==> config.mk <==
export PLATFORM = sky130hd
export DESIGN_NAME = ptab_table_access
export DESIGN_NICKNAME = d
export VERILOG_FILES = /design/src/design/ptab_pkg.sv /design/src/design/ptab_hold_if.sv /design/src/design/ptab_table_access.sv /design/src/design/ptab_hold_mem.sv
export SDC_FILE = /design/constraint.sdc
export NUM_CORES = 1
export LEC_CHECK = 0
export BUFFER_PORTS_ARGS = -buffer_cell sky130_fd_sc_hd__buf_2
export CAP_MARGIN = 20
export CORE_UTILIZATION = 25
export DETAILED_ROUTE_END_ITERATION = 16
export SETUP_SLACK_MARGIN = 0.4
export SYNTH_ARGS = -nofsm -noshare
export SYNTH_HDL_FRONTEND = slang
export SYNTH_SLANG_ARGS = --single-unit
==> constraint.sdc <==
create_clock -name clk -period 3.6 [get_ports clk]
set_clock_uncertainty 0.05 [all_clocks]
set_input_delay 0 -clock clk [delete_from_list [all_inputs] [get_ports clk]]
set_output_delay 0 -clock clk [all_outputs]
set_load 0.005 [all_outputs]
==> src/design/ptab_pkg.sv <==
// Purpose: Constants and types for the program memory table access block
// Assumes: One instruction cycle per clk edge
// Notes:   Opcode prefixes and pointer modes live here
package ptab_pkg;
    localparam int PTR_W       = 21;
    localparam int HOLD_N      = 8;
    localparam int HOLD_AW     = 3;
    localparam logic [PTR_W-1:0] PTR_RST = 21'h000000;
    localparam logic [7:0]       LATCH_RST = 8'h00;
    localparam logic [7:0]       HOLD_RST  = 8'hff;
    localparam logic [11:0]      OP_HIGH   = 12'h000;
    localparam logic [1:0]       PFX_READ  = 2'h2;
    localparam logic [1:0]       PFX_WRITE = 2'h3;
    localparam logic [1:0]       MODE_NONE = 2'h0;
    localparam logic [1:0]       MODE_POST_INC = 2'h1;
    localparam logic [1:0]       MODE_POST_DEC = 2'h2;
    localparam logic [1:0]       MODE_PRE_INC  = 2'h3;

    typedef enum logic [1:0] {
        PTAB_IDLE  = 2'b00,
        PTAB_READ2 = 2'b01,
        PTAB_WRT2  = 2'b10
    } ptab_state_t;
endpackage

==> src/design/ptab_hold_if.sv <==
`timescale 1ns/1ns
// Purpose: Write and read path to the holding register bank
// Assumes: Single clock domain
// Notes:   Write strobe is one cycle
interface ptab_hold_if;
    logic       wr_en;
    logic [2:0] wr_idx;
    logic [7:0] wr_data;
    logic [2:0] rd_idx;
    logic [7:0] rd_data;
    modport ctrl (output wr_en, output wr_idx, output wr_data,
                  output rd_idx, input rd_data);
    modport mem  (input wr_en, input wr_idx, input wr_data,
                  input rd_idx, output rd_data);
endinterface

==> src/design/ptab_table_access.sv <==
`timescale 1ns/1ns
// Purpose: Executes table read and table write instructions
// Assumes: Sequencer presents opcode with op_valid one cycle per op
// Notes:   Program memory read data is sampled in the same cycle as the request
module ptab_table_access (
    // Clock and reset
    input  wire logic                      clk,
    input  wire logic                      reset,
    // Instruction from sequencer
    input  wire logic                      op_valid,
    input  wire logic [15:0]               opcode,
    output logic                           busy,
    output logic                           done,
    // Pointer and latch load from core
    input  wire logic                      ptr_load,
    input  wire logic [ptab_pkg::PTR_W-1:0] ptr_load_val,
    input  wire logic                      latch_load,
    input  wire logic [7:0]                latch_load_val,
    output logic [ptab_pkg::PTR_W-1:0]     table_pointer,
    output logic [7:0]                     table_latch,
    // Program memory read port
    output logic                           pm_rd_en,
    output logic [ptab_pkg::PTR_W-1:0]     pm_addr,
    input  wire logic [7:0]                pm_rd_data,
    // Holding register readout for programmer
    input  wire logic [2:0]                hold_rd_idx,
    output logic [7:0]                     hold_rd_data,
    output logic                           hold_byte_hi,
    // Status flag write enable, never asserted
    output logic                           status_we
);
    typedef struct packed {
        ptab_pkg::ptab_state_t              st;
        logic [ptab_pkg::PTR_W-1:0]         ptr;
        logic [7:0]                         lat;
        logic [ptab_pkg::PTR_W-1:0]         addr;
        logic                               rd_en;
        logic                               done;
        logic                               hi;
    } ptab_ctl_t;
    ptab_ctl_t s_q, s_d;

    ptab_hold_if hold_bus ();

    ptab_hold_mem #(.DEPTH(ptab_pkg::HOLD_N)) u_hold (
        .clk   (clk),
        .reset (reset),
        .hold  (hold_bus)
    );

    logic       is_tbl;
    logic [1:0] pmode;
    logic [ptab_pkg::PTR_W-1:0] acc_ptr;
    logic [ptab_pkg::PTR_W-1:0] post_ptr;

    // Decode the table instruction family and mode field
    assign is_tbl = op_valid && (opcode[15:4] == ptab_pkg::OP_HIGH) &&
                    opcode[3];
    assign pmode  = opcode[1:0];

    // Access address and pointer update by mode
    always_comb begin
        acc_ptr  = s_q.ptr;
        post_ptr = s_q.ptr;
        case (pmode)
            ptab_pkg::MODE_NONE:     post_ptr = s_q.ptr;
            ptab_pkg::MODE_POST_INC: post_ptr = s_q.ptr + 21'h000001;
            ptab_pkg::MODE_POST_DEC: post_ptr = s_q.ptr - 21'h000001;
            ptab_pkg::MODE_PRE_INC: begin
                acc_ptr  = s_q.ptr + 21'h000001;
                post_ptr = acc_ptr;
            end
            default: post_ptr = s_q.ptr;
        endcase
    end

    // Holding register write path; latch read in second cycle
    assign hold_bus.wr_en   = (s_q.st == ptab_pkg::PTAB_WRT2);
    assign hold_bus.wr_idx  = s_q.addr[ptab_pkg::HOLD_AW-1:0];
    assign hold_bus.wr_data = s_q.lat;
    assign hold_bus.rd_idx  = hold_rd_idx;
    assign hold_rd_data     = hold_bus.rd_data;

    // Next state: first cycle decodes, second cycle moves the byte
    always_comb begin
        s_d      = s_q;
        s_d.done = 1'b0;
        s_d.rd_en = 1'b0;
        if (ptr_load) begin
            s_d.ptr = ptr_load_val;
        end
        if (latch_load) begin
            s_d.lat = latch_load_val;
        end
        case (s_q.st)
            ptab_pkg::PTAB_IDLE: begin
                if (is_tbl) begin
                    s_d.addr = acc_ptr;
                    s_d.ptr  = post_ptr;
                    s_d.hi   = acc_ptr[0];
                    if (opcode[2]) begin
                        s_d.st = ptab_pkg::PTAB_WRT2;
                    end else begin
                        s_d.st    = ptab_pkg::PTAB_READ2;
                        s_d.rd_en = 1'b1;
                    end
                end
            end
            ptab_pkg::PTAB_READ2: begin
                s_d.lat  = pm_rd_data;
                s_d.done = 1'b1;
                s_d.st   = ptab_pkg::PTAB_IDLE;
            end
            ptab_pkg::PTAB_WRT2: begin
                s_d.done = 1'b1;
                s_d.st   = ptab_pkg::PTAB_IDLE;
            end
            default: s_d.st = ptab_pkg::PTAB_IDLE;
        endcase
    end

    // All control state cleared together
    always_ff @(posedge clk) begin
        if (reset) begin
            s_q <= '{st: ptab_pkg::PTAB_IDLE, ptr: ptab_pkg::PTR_RST,
                     lat: ptab_pkg::LATCH_RST, addr: ptab_pkg::PTR_RST,
                     rd_en: 1'b0, done: 1'b0, hi: 1'b0};
        end else begin
            s_q <= s_d;
        end
    end

    // Outputs; table ops never touch arithmetic flags
    assign busy          = (s_q.st != ptab_pkg::PTAB_IDLE);
    assign done          = s_q.done;
    assign table_pointer = s_q.ptr;
    assign table_latch   = s_q.lat;
    assign pm_rd_en      = s_q.rd_en;
    assign pm_addr       = s_q.addr;
    assign hold_byte_hi  = s_q.hi;
    assign status_we     = 1'b0;

    // Checks
    property p_read_latch;
        @(posedge clk) disable iff (reset)
        s_q.st == ptab_pkg::PTAB_READ2 |=> table_latch == $past(pm_rd_data);
    endproperty
    a_read_latch: assert property (p_read_latch) else $error("latch bad");

    property p_read_two;
        @(posedge clk) disable iff (reset)
        (s_q.st == ptab_pkg::PTAB_IDLE && is_tbl && !opcode[2])
            |=> pm_rd_en ##1 done;
    endproperty
    a_read_two: assert property (p_read_two) else $error("read len");

    property p_write_two;
        @(posedge clk) disable iff (reset)
        (s_q.st == ptab_pkg::PTAB_IDLE && is_tbl && opcode[2])
            |=> hold_bus.wr_en ##1 (done && !busy);
    endproperty
    a_write_two: assert property (p_write_two) else $error("write len");

    property p_wr_idx;
        @(posedge clk) disable iff (reset)
        hold_bus.wr_en |-> hold_bus.wr_idx == pm_addr[2:0];
    endproperty
    a_wr_idx: assert property (p_wr_idx) else $error("hold index");

    property p_post_inc;
        @(posedge clk) disable iff (reset || ptr_load)
        (s_q.st == ptab_pkg::PTAB_IDLE && is_tbl && pmode == 2'h1)
            |=> table_pointer == $past(table_pointer) + 21'h000001;
    endproperty
    a_post_inc: assert property (p_post_inc) else $error("post inc");

    property p_post_dec;
        @(posedge clk) disable iff (reset || ptr_load)
        (s_q.st == ptab_pkg::PTAB_IDLE && is_tbl && pmode == 2'h2)
            |=> pm_addr == $past(table_pointer) &&
                table_pointer == $past(table_pointer) - 21'h000001;
    endproperty
    a_post_dec: assert property (p_post_dec) else $error("post dec");

    property p_pre_inc;
        @(posedge clk) disable iff (reset || ptr_load)
        (s_q.st == ptab_pkg::PTAB_IDLE && is_tbl && pmode == 2'h3)
            |=> pm_addr == $past(table_pointer) + 21'h000001 &&
                pm_addr == table_pointer &&
                hold_byte_hi == table_pointer[0];
    endproperty
    a_pre_inc: assert property (p_pre_inc) else $error("pre inc");

    property p_flags;
        @(posedge clk) disable iff (reset) busy |-> !status_we;
    endproperty
    a_flags: assert property (p_flags) else $error("flag write");

    // Done is one cycle wide; a stuck done would retire phantom ops
    property p_done_pulse;
        @(posedge clk) disable iff (reset) done |=> !done;
    endproperty
    a_done_pulse: assert property (p_done_pulse) else $error("done");

    // Plain and post-modify reads fetch at the unmodified pointer
    property p_read_addr;
        @(posedge clk) disable iff (reset)
        (s_q.st == ptab_pkg::PTAB_IDLE && is_tbl && !opcode[2] &&
         pmode != ptab_pkg::MODE_PRE_INC)
            |=> pm_addr == $past(table_pointer) && pm_rd_en;
    endproperty
    a_read_addr: assert property (p_read_addr) else $error("rd addr");

    property p_hold_rd;
        @(posedge clk) disable iff (reset)
        hold_bus.wr_en && hold_rd_idx == hold_bus.wr_idx ##1
            hold_rd_idx == $past(hold_rd_idx)
            |=> hold_rd_data == $past(hold_bus.wr_data, 2);
    endproperty
    a_hold_rd: assert property (p_hold_rd) else $error("hold data");

    c_read: cover property (@(posedge clk) disable iff (reset)
        s_q.st == ptab_pkg::PTAB_READ2);
    c_write: cover property (@(posedge clk) disable iff (reset)
        hold_bus.wr_en);
    c_pre: cover property (@(posedge clk) disable iff (reset)
        is_tbl && pmode == 2'h3 && !busy);
    c_post_dec: cover property (@(posedge clk) disable iff (reset)
        is_tbl && pmode == 2'h2 && !busy);
endmodule

==> src/design/ptab_hold_mem.sv <==
`timescale 1ns/1ns
// Purpose: Eight byte holding registers for flash programming data
// Assumes: Reset clears all entries to erased value
// Notes:   Read data registered, one cycle latency
module ptab_hold_mem #(
    parameter int DEPTH = 8
) (
    // Clock and reset
    input wire logic clk,
    input wire logic reset,
    // Access port
    ptab_hold_if.mem hold
);
    typedef struct packed {
        logic [DEPTH-1:0][7:0] ent;
        logic [7:0]            rd;
    } ptab_mem_t;
    ptab_mem_t s_q, s_d;

    // Write selected entry, register read data
    always_comb begin
        s_d = s_q;
        if (hold.wr_en) begin
            s_d.ent[hold.wr_idx] = hold.wr_data;
        end
        s_d.rd = s_q.ent[hold.rd_idx];
    end

    // Erased flash reads as all ones
    always_ff @(posedge clk) begin
        if (reset) begin
            s_q <= '{ent: {DEPTH{ptab_pkg::HOLD_RST}},
                     rd: ptab_pkg::HOLD_RST};
        end else begin
            s_q <= s_d;
        end
    end

    assign hold.rd_data = s_q.rd;
endmodule

==> impl_results.md <==
- Status: complete, no violations
- Tot GR Track Use: 15.29%
- Synth cell types: 68
- Initial antenna violation count: 0
- Flops & latches, synth: 126
- Root buf cell: clkbuf_16
- Port Buffer Count: 122
- Die W: 170.0 um
- Commonest non-fill, non-tap cells in the layout: dfxtp_1 (126), buf_2 (122), nand2_1 (108)
- Post-synth EDFFs: 0
- Syn_nets: 883
- Hold WS: 0.04542 ns
- Maxcap violations: 0
- Crit path DAT: 2.96 ns
- Drt via density: 4.849
- Net Sw Frac: 27.08%
- Worst-margin pin slew: 1.067 ns
- Layout cells sized above 1: 22.65%
- Initial Utilization: 25.41%
- Post-Syn Area per Cell: 8.639 um2
- Worst hold path type: in2reg
- Worst skew pair latency: 0.42 ns
- Metal-1 WL: 9426 um
- Via count: 6158
- Sequential-to-total area share from yosys stat: 35.74%
- VDD IR max: 0.3018 mV
- Routed length per instance: 17.14 um
- Startpoint Class: flop
- Slew headroom: 28.59%
- Crit-path max FO: 17
- Rows: 61
- Largest net degree at the start of global routing: 78
- Yosys warns: 0
- RD Place Congestion: 0.9228
- Post-route setup TNS: 0 ns
- P&R area growth vs syn: 20.30%
- Post-DRT Antenna Nets: 0
- Psw: 0.9784 mW
- Final hold violations: 0
- Routed wire length: 21760 um
- Total CTS buffers: 17
- Final setup viols: 0
- Initial DRC Count: 644
- Antenna diode count: 0
- Fin crit share: 75.27%
- Met2 WL: 10700 um
- Post-synthesis cell count: 817
- Logic gate share of total power: 9.0%
- Sinks on Clock Net: 126
- Clock network fraction of design power: 50.0%
- I/O pin cnt: 124
- Setup Buffers After CTS: 0
- DRT Pass-1 Iters: 6
- Leak: 3.159 nW
- Residual DRC: 0
- R2R Path Start: table_pointer[5]
- Final HPWL DP: 14840 um
- Top Metal Used: met4
- Critical path capture point type: flop
- Fmax achieved: 0.3691 GHz
- Vias in the first global route: 5702
- CTS Buffer Depth: 2
- Crit path from: table_pointer[5]
- Flop pwr share: 41.0%
- Hold_sp: opcode[6]
- Mapped Area: 0.007058 mm2
- Global-route wire length before repair: 33590 um
- H-Tree Depth: 4
- Synth async-reset ratio: 0%
- Die H: 170.0 um
- RSZ-0062 raised after global routing: no
- Pwr dens: 425.5 mW/mm2
- Worst EP required: 3.85 ns
- Critical path type: reg2reg
- Total die area: 0.02891 mm2
- Core ar.: 0.02778 mm2
- Post-layout nets: 945
- Max Slew Vio Count: 0
- Metal3 WL: 1352 um
- Int Pwr: 2.635 mW
- Fin crit period: 2.710 ns
- CTS clk-pin slew, worst paths: 0.07 ns
- Post-synth top flop: dfxtp_1
- Commonest non-fill, non-tap cell in the layout: dfxtp_1
- CTS tree: yes
- Grt ovf: 0
[stage by stage]
stage          util [%]  instance area [um2]  setup slack [ns]  total power [mW]  cells
6_report          30.56                 8491            0.8904             3.613   1270
5_1_grt           30.56                 8491            0.6535             3.742   1270
4_1_cts           30.56                 8491            0.9167             3.640   1270
3_5_place_dp      27.00                 7500            0.9785             1.800   1200
3_3_place_gp      27.00                 7500            0.9881             1.799   1200
2_1_floorplan         -                 7058             1.261             1.711    817
[what timing repair did]
action                     4_1_cts  5_1_grt
resized for setup                0        0
hold endpoints to repair        35        0
setup endpoints to repair        0        0
hold buffers                    38        0
[registers in the layout, summed over array words and instances, names as in the netlist]
register             cells
u_hold.hold.rd_data      8
s_q                      2
pm_addr                 21
done                     1
pm_rd_en                 1
table_pointer           21
u_hold.s_q              64
table_latch              8
[area by class of cell]
type	instances	area, um2
clock buffers	18	439.2
flip-flops and latches	126	2522
well taps	378	473.0
clock inverters	14	171.4
multi-input cells	552	3761
fillers	2970	19290
inverters	9	35.03
repair buffers	173	1089
[cell usage after synthesis (all sizes together) (3+ instances only)]
library cell | instances | area, um2
mux2 | 3 | 33.78
nor4b | 3 | 26.28
mux4 | 16 | 360.4
nand4 | 15 | 100.1
buf | 85 | 579.3
a32oi | 3 | 26.28
ha | 5 | 62.56
or3 | 3 | 18.77
nand2 | 108 | 405.4
a211oi | 17 | 127.6
nand3 | 24 | 120.1
a31oi | 10 | 62.56
a221oi | 5 | 50.04
and2 | 4 | 25.03
and3 | 9 | 56.30
nor2b | 5 | 31.28
o211ai | 4 | 30.03
nor2 | 79 | 296.5
nor3 | 16 | 101.4
nor4 | 20 | 152.6
xor2 | 10 | 87.58
mux2i | 81 | 810.8
o21ai | 14 | 70.07
or2 | 3 | 18.77
a22oi | 3 | 22.52
nor3b | 3 | 22.52
inv | 7 | 26.28
nand2b | 5 | 31.28
clkbuf | 45 | 168.9
xnor2 | 16 | 140.1
dfxtp | 126 | 2522
or4 | 5 | 41.29
a21oi | 34 | 170.2
[worst paths after layout]
path                                           to  cells past startpoint  slack, ns
worst max register to register  table_pointer[19]                      6       0.89
worst max-delay path            table_pointer[19]                      6       0.89
worst min register to register        pm_addr[16]                      2       0.42
worst min-delay path                      s_q[53]                      5       0.05
[metal layers]
layer	vias to the layer above	global-route usage, %
li1	2957	-
met1	2932	19.85
met2	241	25.34
met3	28	2.953
met4	0	4.857
met5	-	0
[kinds of logic (layout without fill, tap and decap cells)]
| group | Yosys count | count (layout) | synth area share (%) |
|---|---|---|---|
| adders and majority gates | 5 | 5 | 0.8864 |
| muxes | 100 | 100 | 17.07 |
| DFF | 126 | 126 | 35.74 |
| other | 1 | 1 | 0.05313 |
| xor gates and xnor gates | 26 | 26 | 3.226 |
| and+or+nand+nor | 309 | 309 | 21.50 |
| AOI/OAI and AO/OA | 111 | 111 | 10.44 |
| buffers and inverters | 139 | 214 | 11.08 |
[worst max-delay path, stage by stage (launching register included)]
cell and delay (ns):
dfxtp_1 0.74, nand4_1 0.50, nor4_1 0.62, and3_1 0.27, a32oi_1 0.13, mux2i_1 0.20
nand3_1 0.08
[power by group through the flow]
| stage | clock, mW | sequential, mW | combinational (mW) |
|---|---|---|---|
| after floorplan | 0 | 1.46 | 0.253 |
| after global placement | 0 | 1.51 | 0.289 |
| after detailed placement | 0 | 1.51 | 0.288 |
| after CTS | 1.83 | 1.48 | 0.324 |
| after global routing | 1.90 | 1.49 | 0.354 |
| final | 1.81 | 1.48 | 0.326 |
Note: power is estimated with default switching activity, not from simulation.
